--- src/hdl/fbcm_pkg.sv ---
// Package for the free buffer congestion monitor: register map, fields, reset values
package fbcm_pkg;
  localparam int ADDR_W = 24;
  localparam int DATA_W = 32;
  localparam int COUNT_W = 16;
  localparam int EXP_W = 4;
  // Register indices; byte address is four times the index
  localparam logic [ADDR_W-1:0] RX_CFG_IDX = 24'h1F0000;
  localparam logic [ADDR_W-1:0] RX_STATE_IDX = 24'h1F0001;
  localparam logic [ADDR_W-1:0] TX_CFG_IDX = 24'h1F0008;
  localparam logic [ADDR_W-1:0] TX_STATE_IDX = 24'h1F0009;
  localparam logic [ADDR_W-1:0] CTRL_IDX = 24'h1F00F0;
  // Field positions
  localparam int EXP_LSB = 8;
  localparam int RSV_CFG_LSB = 12;
  localparam int CONG_BIT = 16;
  localparam int RSV_STATE_BIT = 17;
  localparam int SWRST_BIT = 0;
  // Reset values
  localparam logic [EXP_W-1:0] EXP_RESET = 4'h0;
  localparam logic [EXP_W-1:0] RSV_CFG_RESET = 4'h3;
  localparam logic [COUNT_W-1:0] COUNT_RESET = 16'h0000;
  localparam logic [DATA_W-1:0] UNMAPPED_DATA = 32'h00000000;

  typedef struct packed {
    logic alloc;
    logic dealloc;
  } fbcm_bufev_s;

  typedef struct packed {
    logic [EXP_W-1:0] exponent;
    logic [EXP_W-1:0] rsvCfg;
    logic [COUNT_W-1:0] count;
    logic congested;
    logic rsvState;
  } fbcm_dir_s;
endpackage

--- src/hdl/fbcm_monitor.sv ---
// Free buffer congestion monitor for the receive and transmit directions
// Functional notes
// - Enter congestion when free count drops below the exponent threshold.
// - Leave congestion when free count exceeds twice the threshold, or by a state write in software reset.
// - Receive congestion drives the congestion action output; small exponent means late.
// - Sixteen-bit empty buffer count per direction in state low field.
// - Congestion bit starts at zero; transmit congestion bit is read-only.
//
// Added by the designer: the strobed register port.
module fbcm_monitor (
  input wire logic clk,
  input wire logic rst,
  input wire logic clkEn,
  input wire logic [fbcm_pkg::ADDR_W-1:0] regAddr,
  input wire logic [fbcm_pkg::DATA_W-1:0] regWrData,
  input wire logic regWr,
  input wire logic regRd,
  output logic [fbcm_pkg::DATA_W-1:0] regRdData,
  input wire fbcm_pkg::fbcm_bufev_s rxEvent,
  input wire fbcm_pkg::fbcm_bufev_s txEvent,
  output logic rxFreeCongested,
  output logic txFreeCongested,
  output logic softwareResetBit
);
  fbcm_pkg::fbcm_dir_s rxDir, txDir;
  logic swRst_r, swRst_nxt;
  logic [fbcm_pkg::DATA_W-1:0] rdData_r, rdData_nxt;
  logic counting;
  logic rxCfgWr;
  logic rxStateWr;
  logic txCfgWr;
  logic txStateWr;

  // Counting halts in software reset so loaded values are not disturbed
  assign counting = !swRst_r;
  // Write strobes decoded once here and handed to each direction
  assign rxCfgWr = regWr && regAddr == fbcm_pkg::RX_CFG_IDX;
  assign txCfgWr = regWr && regAddr == fbcm_pkg::TX_CFG_IDX;
  // state loads only during software reset
  assign rxStateWr = regWr && regAddr == fbcm_pkg::RX_STATE_IDX && swRst_r;
  assign txStateWr = regWr && regAddr == fbcm_pkg::TX_STATE_IDX && swRst_r;

  always_comb
  begin
    swRst_nxt = swRst_r;
    if (regWr && regAddr == fbcm_pkg::CTRL_IDX)
      swRst_nxt = regWrData[fbcm_pkg::SWRST_BIT];
  end

  function automatic logic [fbcm_pkg::DATA_W-1:0] cfgWord(input fbcm_pkg::fbcm_dir_s d);
    logic [fbcm_pkg::DATA_W-1:0] w;
    w = '0;
    w[fbcm_pkg::EXP_LSB +: fbcm_pkg::EXP_W] = d.exponent;
    w[fbcm_pkg::RSV_CFG_LSB +: fbcm_pkg::EXP_W] = d.rsvCfg;
    return w;
  endfunction

  function automatic logic [fbcm_pkg::DATA_W-1:0] stateWord(input fbcm_pkg::fbcm_dir_s d);
    logic [fbcm_pkg::DATA_W-1:0] w;
    w = '0;
    w[fbcm_pkg::COUNT_W-1:0] = d.count;
    w[fbcm_pkg::CONG_BIT] = d.congested;
    w[fbcm_pkg::RSV_STATE_BIT] = d.rsvState;
    return w;
  endfunction

  always_comb
  begin
    rdData_nxt = rdData_r;
    if (regRd)
    begin
      unique case (regAddr)
        fbcm_pkg::CTRL_IDX:
        begin
          rdData_nxt = '0;
          rdData_nxt[fbcm_pkg::SWRST_BIT] = swRst_r;
        end
        fbcm_pkg::RX_CFG_IDX:
          rdData_nxt = cfgWord(rxDir);
        fbcm_pkg::TX_CFG_IDX:
          rdData_nxt = cfgWord(txDir);
        fbcm_pkg::RX_STATE_IDX:
          rdData_nxt = stateWord(rxDir);
        fbcm_pkg::TX_STATE_IDX:
          rdData_nxt = stateWord(txDir);
        default:
          rdData_nxt = fbcm_pkg::UNMAPPED_DATA;
      endcase
    end
  end

  always_ff @(posedge clk)
  begin
    if (rst)
    begin
      swRst_r <= 1'b1;
      rdData_r <= '0;
      softwareResetBit <= 1'b1;
    end
    else if (clkEn)
    begin
      swRst_r <= swRst_nxt;
      rdData_r <= rdData_nxt;
      softwareResetBit <= swRst_nxt;
    end
  end

  // Read data holds between reads; only the cycle after a read is promised
  assign regRdData = rdData_r;

  // receive congestion flag drives the action output
  fbcm_dir_track #(
    .CONG_WRITABLE(1'b1)
  ) u_rx (
    .clk(clk),
    .rst(rst),
    .clkEn(clkEn),
    .counting(counting),
    .cfgWr(rxCfgWr),
    .stateWr(rxStateWr),
    .wrData(regWrData),
    .bufEv(rxEvent),
    .dir(rxDir),
    .congested(rxFreeCongested)
  );

  // transmit congestion bit is read-only to software
  fbcm_dir_track #(
    .CONG_WRITABLE(1'b0)
  ) u_tx (
    .clk(clk),
    .rst(rst),
    .clkEn(clkEn),
    .counting(counting),
    .cfgWr(txCfgWr),
    .stateWr(txStateWr),
    .wrData(regWrData),
    .bufEv(txEvent),
    .dir(txDir),
    .congested(txFreeCongested)
  );
endmodule

// One direction: empty-buffer count and congestion state with hysteresis
module fbcm_dir_track #(
  parameter bit CONG_WRITABLE = 1'b1
) (
  input wire logic clk,
  input wire logic rst,
  input wire logic clkEn,
  input wire logic counting,
  input wire logic cfgWr,
  input wire logic stateWr,
  input wire logic [fbcm_pkg::DATA_W-1:0] wrData,
  input wire fbcm_pkg::fbcm_bufev_s bufEv,
  output fbcm_pkg::fbcm_dir_s dir,
  output logic congested
);
  fbcm_pkg::fbcm_dir_s dir_r, dir_nxt;
  // Extra bits so the largest exponent cannot wrap the threshold
  logic [fbcm_pkg::COUNT_W:0] thr;
  logic [fbcm_pkg::COUNT_W+1:0] thr2;

  always_comb
  begin
    dir_nxt = dir_r;
    // threshold is a power of two
    thr = {{fbcm_pkg::COUNT_W{1'b0}}, 1'b1} << dir_r.exponent;
    thr2 = {1'b0, thr} << 1;
    if (counting)
    begin
      // count follows alloc and release; both at once cancel
      if (bufEv.alloc && !bufEv.dealloc)
        dir_nxt.count = dir_r.count - 16'h0001;
      else if (bufEv.dealloc && !bufEv.alloc)
        dir_nxt.count = dir_r.count + 16'h0001;
      if (!dir_r.congested && {1'b0, dir_nxt.count} < thr)
        dir_nxt.congested = 1'b1;
      else if (dir_r.congested && {2'b00, dir_nxt.count} > thr2)
        dir_nxt.congested = 1'b0;
    end
    if (cfgWr)
    begin
      dir_nxt.exponent = wrData[fbcm_pkg::EXP_LSB +: fbcm_pkg::EXP_W];
      dir_nxt.rsvCfg = wrData[fbcm_pkg::RSV_CFG_LSB +: fbcm_pkg::EXP_W];
    end
    // Loads only arrive while counting is halted, so they never race a step
    if (stateWr)
    begin
      dir_nxt.count = wrData[fbcm_pkg::COUNT_W-1:0];
      // read-only copy ignores the written bit and clears instead
      dir_nxt.congested = CONG_WRITABLE ? wrData[fbcm_pkg::CONG_BIT] : 1'b0;
      dir_nxt.rsvState = wrData[fbcm_pkg::RSV_STATE_BIT];
    end
  end

  always_ff @(posedge clk)
  begin
    if (rst)
    begin
      dir_r <= '{fbcm_pkg::EXP_RESET, fbcm_pkg::RSV_CFG_RESET, fbcm_pkg::COUNT_RESET,
        1'b0, 1'b0};
      congested <= 1'b0;
    end
    else if (clkEn)
    begin
      dir_r <= dir_nxt;
      congested <= dir_nxt.congested;
    end
  end

  assign dir = dir_r;
endmodule

--- config.mk ---
export PLATFORM = sky130hd
export DESIGN_NAME = fbcm_monitor
export DESIGN_NICKNAME = d
export VERILOG_FILES = /design/src/hdl/fbcm_pkg.sv /design/src/hdl/fbcm_monitor.sv
export SDC_FILE = /design/constraint.sdc
export NUM_CORES = 1
export LEC_CHECK = 0
export ABC_AREA = 1
export BUFFER_PORTS_ARGS = -buffer_cell sky130_fd_sc_hd__buf_2
export CAP_MARGIN = 40
export CORE_MARGIN = 2
export CORE_UTILIZATION = 45
export DETAILED_ROUTE_END_ITERATION = 8
export PLACE_DENSITY = 0.61
export SLEW_MARGIN = 20
export SYNTH_ARGS = -nofsm -noshare
export SYNTH_HDL_FRONTEND = slang
export SYNTH_SLANG_ARGS = --single-unit
--- constraint.sdc ---
create_clock -name clk -period 3.7 [get_ports clk]
set_input_delay 0.185 -clock clk [delete_from_list [all_inputs] [get_ports clk]]
set_output_delay 0.185 -clock clk [all_outputs]
set_load 0.05 [all_outputs]
==> flow_summary.json, run 1 <==
{
  "critical_path.slowest_cell": "dfxtp_1",
  "power_density_mw_per_mm2": 283.3,
  "placed_area_mm2": 0.007002,
  "fin_ws_ns": 0.6335,
  "initial_utilization_pct": 45.89,
  "critical_setup_path_class": "reg2reg",
  "reg2reg_slack_ns": 0.63,
  "synth.cell_area_mm2": 0.006644,
  "detail_route.wl_per_cell_um": 16.07,
  "nNetsFinal": 1258,
  "outcome": "complete, no violations",
  "synth.yosys.warnings": 0,
  "max_cap_violations": 0,
  "placedCellCount": 1302,
  "grt_setup_unrepaired": "no",
  "dp_hpwl_um": 16690,
  "arrival_ns": 3.27,
  "cp_slowest_stage_delay_ns": 0.38,
  "clk_slew_on_worst_s_h_paths_ns": 0.06,
  "routed_via_density": 5.548,
  "post-route-drc-count": 0,
  "hold_path_class": "in2reg",
  "setup_tns_final_ns": 0,
  "grt_util_all_layers_pct": 26.69,
  "cp-start-kind": "flop",
  "layoutNonFillerInstCount": 1318,
  "layout-drive-gt1-share_pct": 10.41,
  "rr_worst_depth": 21,
  "grt_start_max_net_pins": 28,
  "postCtsSetupBuffers": 0,
  "row_count": 44,
  "period_share_pct": 82.88,
  "die_h_um": 125.5,
  "n_antenna_cell": 0,
  "first_pass_iters": 5,
  "timing.critical_path.mode_cell": "nand2_1",
  "design.portCount": 100,
  "setup_viol": 0,
  "htree_levels": 3,
  "power.ir.vdd_worst_mv": 0.2638,
  "synthesis.instances": 1084,
  "hold_viol": 0,
  "areaGrowthSynthToFinish_pct": 10.49,
  "place_congestion": 0.9262,
  "design.die.area_mm2": 0.01575,
  "antenna_violating_nets_post_route": 0,
  "reg2reg_from": "u_rx.dir[2]$_SDFFE_PP0P_",
  "layout_common_cells": "nand2_1 (270), a21oi_1 (106), nor2_1 (101), inv_1 (101), nand3_1 (77)",
  "cp-endpoint": "u_rx.congested$_SDFFE_PP0P_",
  "timing.critical_path.fanout_max": 5,
  "power.static_leakage_nw": 3.395,
  "globalRouteOverflowTotal": 0,
  "cp_data_required_time_ns": 3.90,
  "postSynthRegisterBits": 71,
  "synth_area_per_cell_um2": 6.129,
  "worstSkewPairLatency_ns": 0.34,
  "critPathLaunch": "u_rx.dir[2]$_SDFFE_PP0P_",
  "cts.root.buffer_cell": "clkbuf_16",
  "achievable-frequency_mhz": 326.1,
  "slew_viol_final": 0,
  "endpoint_kind": "flop",
  "pre_cts_slack_ns": 0.7185,
  "capturing_point_of_the_worst_reg2reg_path": "u_rx.congested$_SDFFE_PP0P_",
  "layout_commonest_cell": "nand2_1",
  "dr_total_vias": 7312,
  "slew_headroom_pct": 52.01,
  "grt_pass1_wl_um": 33940,
  "utilization_pct": 50.70,
  "cell_area_after_layout_mm2": 0.007341,
  "drtIter0Drc": 583,
  "numClockSinks": 71,
  "clock_tree.buffer_depth": 2,
  "numCtsBuffers": 9,
  "final_period_minus_worst_setup_slack_ns": 3.066,
  "antenna_found_initial": 0,
  "synth_seq_area_share_pct": 21.39,
  "timing.clock.skew_ns": 0.007056,
  "cts-resized-gates": 0,
  "die_w_um": 125.5,
  "holdBufCountCts": 0,
  "cts_tree": "yes",
  "placeableCoreArea_mm2": 0.01448,
  "crit_chain": "inv_1, ha_1, nand3_1, nor2_1, nand3_1, o21ai_2, nand4_1, nand2_1, inv_1, ha_1, nand2_1, nor2_1, nand2_1, nor2_1, nand3b_1, nand3_1, nand2_1, nand2_1, nand2_1, nand2_1, a21oi_1",
  "io_buffer_count": 71,
  "netlist-cell-type-count": 38,
  "max_slew.worst_pin.slew_ns": 0.7183,
  "postRouteWirelength_um": 21180,
  "vias_in_the_first_global_route": 6472
}
worst min-delay path by stage:
stage                                          from                         to  slack (ns)  cells after the start
final                                  regWrData[3]   u_rx.dir[5]$_SDFFE_PP0P_        0.11                      3
after global routing                   regWrData[3]   u_rx.dir[5]$_SDFFE_PP0P_        0.12                      3
after CTS                              regWrData[3]   u_rx.dir[5]$_SDFFE_PP0P_        0.09                      3
after detailed placement  u_rx.dir[20]$_SDFFE_PP0P_  u_rx.dir[20]$_SDFFE_PP0P_        0.44                      2
after global placement    u_tx.dir[20]$_SDFFE_PP0P_  u_tx.dir[20]$_SDFFE_PP0P_        0.44                      2
after floorplan                        regWrData[0]       swRst_r$_SDFFE_PP1P_        0.32                      2
critical path, delay by kind of cell (launching register included):
family | cells | cell delay [ns]
compound gates | 2 | 0.17
fa+ha+maj | 2 | 0.49
flops | 1 | 0.38
buf+inv | 2 | 0.24
simple gates | 15 | 1.63
synth_stat cells (all sizes together):
cell    number  area (um2)
nand2      271        1020
inv        112       420.4
nor2       108       432.9
a21oi      107       546.8
o21ai       82       414.2
nand3       80       415.4
dfxtp       71        1421
ha          64       800.8
nand4       60       381.6
buf         37       257.8
clkbuf      19       71.32
nor3        12       65.06
o22ai       12       75.07
clkinv       9       33.78
o211ai       8       60.06
xor2         7       61.31
and2         6       37.54
a31oi        3       18.77
nand3b       3       22.52
nor4         3       18.77
o21a         3       22.52
o21bai       2       15.01
o31ai        2       15.01
or2          2       12.52
conb         1       3.750
area by class of cell:
class,count,area [um2]
multi-input combinational,849,4488
clock inverter,5,106.4
fill,1581,7138
inverter,121,454.2
sequential,71,1421
tap,184,230.2
clock buffer,11,232.7
timing repair buffer,77,407.9
power by group:
part | internal, mW | total (mW) | switching, mW
Combinational | 0.0947 | 0.301 | 0.206
Clock | 0.661 | 1.01 | 0.354
Sequential | 0.764 | 0.764 | 0.0000000517
routing by layer:
| layer | global-route usage, % | routed length (um) | up-vias | share of wire, % |
|---|---|---|---|---|
| met5 | 0 | 0 | - | 0 |
| li1 | - | - | 3727 | - |
| met2 | 41.18 | 9222 | 253 | 44 |
| met1 | 38.16 | 9860 | 3289 | 47 |
| met4 | 9.281 | 631 | 0 | 3.0 |
| met3 | 3.594 | 1467 | 43 | 6.9 |
stage by stage:
stage | power [mW] | hold WS (ns)
detailed placement | 1.079 | 0.4435
finish | 2.080 | 0.1096
CTS | 2.098 | 0.09363
floorplan | 0.9941 | 0.3154
global route | 2.163 | 0.1199
global placement | 1.074 | 0.4415
registers in the layout, indices dropped and copies added, names as in the netlist:
signal	count
regRdData	18
swRst_r	1
u_rx.congested	1
u_rx.dir	25
u_tx.congested	1
u_tx.dir	25
cell families (layout without fill, tap and decap cells):
family | after synthesis | after routing | share of synthesized area [%]
buffers and inverters | 177 | 214 | 11.79
DFF | 71 | 71 | 21.39
xor gates and xnor gates | 7 | 7 | 0.9228
adders and majority gates | 64 | 64 | 12.05
other | 1 | 14 | 0.05644
AOI/OAI and AO/OA | 219 | 219 | 17.57
and+or+nand+nor | 545 | 545 | 36.21
(Power assumes the default switching activity.)
==> run 2: changes to the inputs <==
ABC_AREA = 0   (was 1)
PLACE_DENSITY = 0.64   (was 0.61)
clock period = 2.6 ns   (was 3.7 ns; I/O delays follow)
==> flow_summary.json, run 2 <==
{
  "outcome": "complete, but fails checks",
  "violated_checks": "setup timing",
  "achievable-frequency_mhz": 336.5,
  "cts_tree": "yes",
  "grt_start_max_net_pins": 31,
  "placeableCoreArea_mm2": 0.01330,
  "critPathLaunch": "u_rx.dir[4]$_SDFFE_PP0P_",
  "post_synth_most_frequent_cells": "nand2_1 (112), dfxtp_1 (71), ha_1 (64)",
  "dr_total_vias": 7050,
  "max_slew.worst_pin.slew_ns": 0.6497,
  "netlist-cell-type-count": 73,
  "critical_setup_path_class": "reg2reg",
  "synth_area_per_cell_um2": 7.712,
  "clk_slew_on_worst_s_h_paths_ns": 0.06,
  "slew_headroom_pct": 56.07,
  "power.static_leakage_nw": 3.598,
  "antenna_violating_nets_post_route": 0,
  "synth_xor_area_share_pct": 4.755,
  "cp-start-kind": "flop",
  "critical_path.slowest_cell": "or4_4",
  "timing.critical_path.fanout_max": 3,
  "design.portCount": 100,
  "post_synth_and_or_nand_nor_area_fraction_pct": 26.61,
  "routed_via_density": 6.104,
  "hold_viol": 0,
  "clock_tree.buffer_depth": 2,
  "nNetsFinal": 1104,
  "slew_viol_final": 0,
  "initial_utilization_pct": 46.11,
  "numCtsBuffers": 9,
  "n_antenna_cell": 0,
  "design.die.area_mm2": 0.01457,
  "cell_types_occupying_the_most_area_after_synthesis": "dfxtp_1 (23%), ha_1 (13%), nand2_1 (6.9%)",
  "io_buffer_count": 71,
  "worstSkewPairLatency_ns": 0.34,
  "power_density_mw_per_mm2": 360.3,
  "synth.yosys.warnings": 0,
  "numClockSinks": 71,
  "cp_slowest_stage_delay_ns": 0.59,
  "synth_compound_gate_area_share_pct": 22.41,
  "synthDominantCellAreaShare_pct": 23.18,
  "hold_path_class": "in2reg",
  "power.ir.vdd_worst_mv": 0.3386,
  "yosys.area_share.adder_pct": 13.06,
  "areaGrowthSynthToFinish_pct": 33.22,
  "holdBufCountCts": 0,
  "synth_top_family_by_area": "simple AND/OR/NAND/NOR gates",
  "layout-drive-gt1-share_pct": 29.72,
  "min_from": "regWrData[17]",
  "vias_in_the_first_global_route": 6642,
  "hold_slack_ns": 0.04362,
  "reg2reg_from": "u_rx.dir[4]$_SDFFE_PP0P_",
  "grt_pass1_wl_um": 34710,
  "antenna_found_initial": 0,
  "postRouteWirelength_um": 22080,
  "synthMostInstantiatedCell": "nand2_1",
  "postSynthRegisterBits": 71,
  "yosys-mux-area-fraction_pct": 3.612,
  "period_share_pct": 114.3,
  "setup_viol": 2,
  "grt_util_all_layers_pct": 30.12,
  "htree_levels": 3,
  "totalPowerFinal_mw": 2.943,
  "final_period_minus_worst_setup_slack_ns": 2.972,
  "capturing_point_of_the_worst_reg2reg_path": "u_rx.congested$_SDFFE_PP0P_",
  "reg2reg_slack_ns": -0.37,
  "detail_route.wl_per_cell_um": 19.12,
  "yosysTopAreaCell": "dfxtp_1",
  "place_congestion": 0.9415,
  "endpoint_kind": "flop",
  "row_count": 42,
  "cp_data_required_time_ns": 2.86,
  "drtIter0Drc": 748,
  "fin_ws_ns": -0.3717,
  "die_w_um": 120.7,
  "crit_chain": "or4_4, nor3_4, a32o_2, buf_4, buf_4, xor2_1, ha_1, and3_1, nand3_1, o31a_1, nand3_1, a211o_1, o211ai_1",
  "dp_hpwl_um": 17130,
  "grt_setup_unrepaired": "yes",
  "first_pass_iters": 8,
  "rr_worst_depth": 13,
  "synth_enable_flop_cells": 0,
  "holdPathStages": 3,
  "synthesis.instances": 795,
  "timing.clock.skew_ns": 0.009223,
  "post-route-drc-count": 0,
  "synthFlopType": "dfxtp_1",
  "synth.cell_area_mm2": 0.006131,
  "max_cap_violations": 0,
  "layout_common_cells": "buf_4 (147), nand2_1 (110), buf_2 (71), dfxtp_1 (70), ha_1 (64)",
  "die_h_um": 120.7,
  "layout_commonest_cell": "buf_4",
  "synth_seq_area_share_pct": 23.18,
  "globalRouteOverflowTotal": 0,
  "arrival_ns": 3.23,
  "cts.root.buffer_cell": "clkbuf_16",
  "async_flop_share_pct": 0,
  "capture_endpoint_of_the_worst_hold_path": "u_tx.dir[0]$_SDFFE_PP0P_"
}
-- run 2: cell types whose count changed after synthesis, moves of 37 or more --
| cell | before | now |
|---|---|---|
| nand2_1 | 270 | 112 |
| inv_1 | 101 | 15 |
| a21oi_1 | 106 | 50 |
| nor2_1 | 101 | 47 |
| nand3_1 | 77 | 28 |
| o21ai_1 | 37 | 0 |
-- run 2: critical path, delay by kind of cell, from the launching register on --
family / cells / cell delay, ns
AO/OA/AOI/OAI: 4 / 0.74
AND/OR/NAND/NOR: 5 / 1.11
XOR/XNOR: 1 / 0.21
adder cells (fa/ha/maj): 1 / 0.28
buffers and inverters: 2 / 0.23
flip-flops: 1 / 0.31
-- run 2: how the worst max path moves through the flow --
stage | end | slack (ns) | cells after the start
5_1_grt | u_rx.congested$_SDFFE_PP0P_ | -0.51 | 12
3_3_place_gp | u_rx.congested$_SDFFE_PP0P_ | -0.38 | 12
4_1_cts | u_rx.congested$_SDFFE_PP0P_ | -0.30 | 12
3_5_place_dp | u_rx.congested$_SDFFE_PP0P_ | -0.47 | 12
6_report | u_rx.congested$_SDFFE_PP0P_ | -0.37 | 13
2_1_floorplan | u_rx.congested$_SDFFE_PP0P_ | -0.26 | 13
-- run 2: what timing repair did --
| item | 4_1_cts | 5_1_grt |
|---|---|---|
| gates resized for setup | 20 | 16 |
| pin swaps | 21 | 16 |
| setup buffers | 8 | 4 |
| setup endpoints to repair | 2 | 2 |
-- run 2: cells by family (layout without fill, tap and decap cells) --
group | after synthesis | count (layout)
adders and majority gates | 64 | 64
buffers and inverters | 81 | 252
AOI/OAI and AO/OA | 205 | 205
DFF | 71 | 71
other | 1 | 14
and+or+nand+nor | 321 | 321
xor gates and xnor gates | 30 | 30
muxes | 22 | 22
-- run 2: report_power, final --
group	leakage (nW)	internal [mW]	total, mW	switching [mW]
logic	2.87	0.215	0.514	0.299
registers	0.572	1.09	1.09	0.0000000217
clock network	0.152	0.841	1.34	0.500
-- run 2: final cells by class --
cell class	count	area (um2)
fill	1192	5127
multi-input combinational	656	4628
timing repair buffer	222	1521
sequential	71	1423
clock buffer	9	225.2
tap	176	220.2
clock inverter	6	93.84
inverter	15	56.30
-- run 2: through the flow --
step                      setup slack (ns)  cell area (um2)  TNS (ns)  cells  utilization (%)
final                              -0.3717             8168   -0.6552   1155            61.43
after global routing               -0.5140             8168   -0.9189   1155            61.43
after CTS                          -0.2970             8070   -0.4396   1151            60.70
after detailed placement           -0.4671             7572   -0.7704   1128            56.95
after global placement             -0.3759             7572   -0.5452   1128            56.95
after floorplan                    -0.2632             6262   -0.4407    808                -
-- run 2: layer usage --
layer	GRT usage [%]	share of wire (%)	up-vias
met1	42.02	45	3370
met5	0	0	-
met3	4.623	7.6	44
met2	48.27	45	343
met4	8.212	2.4	0
li1	-	-	3293
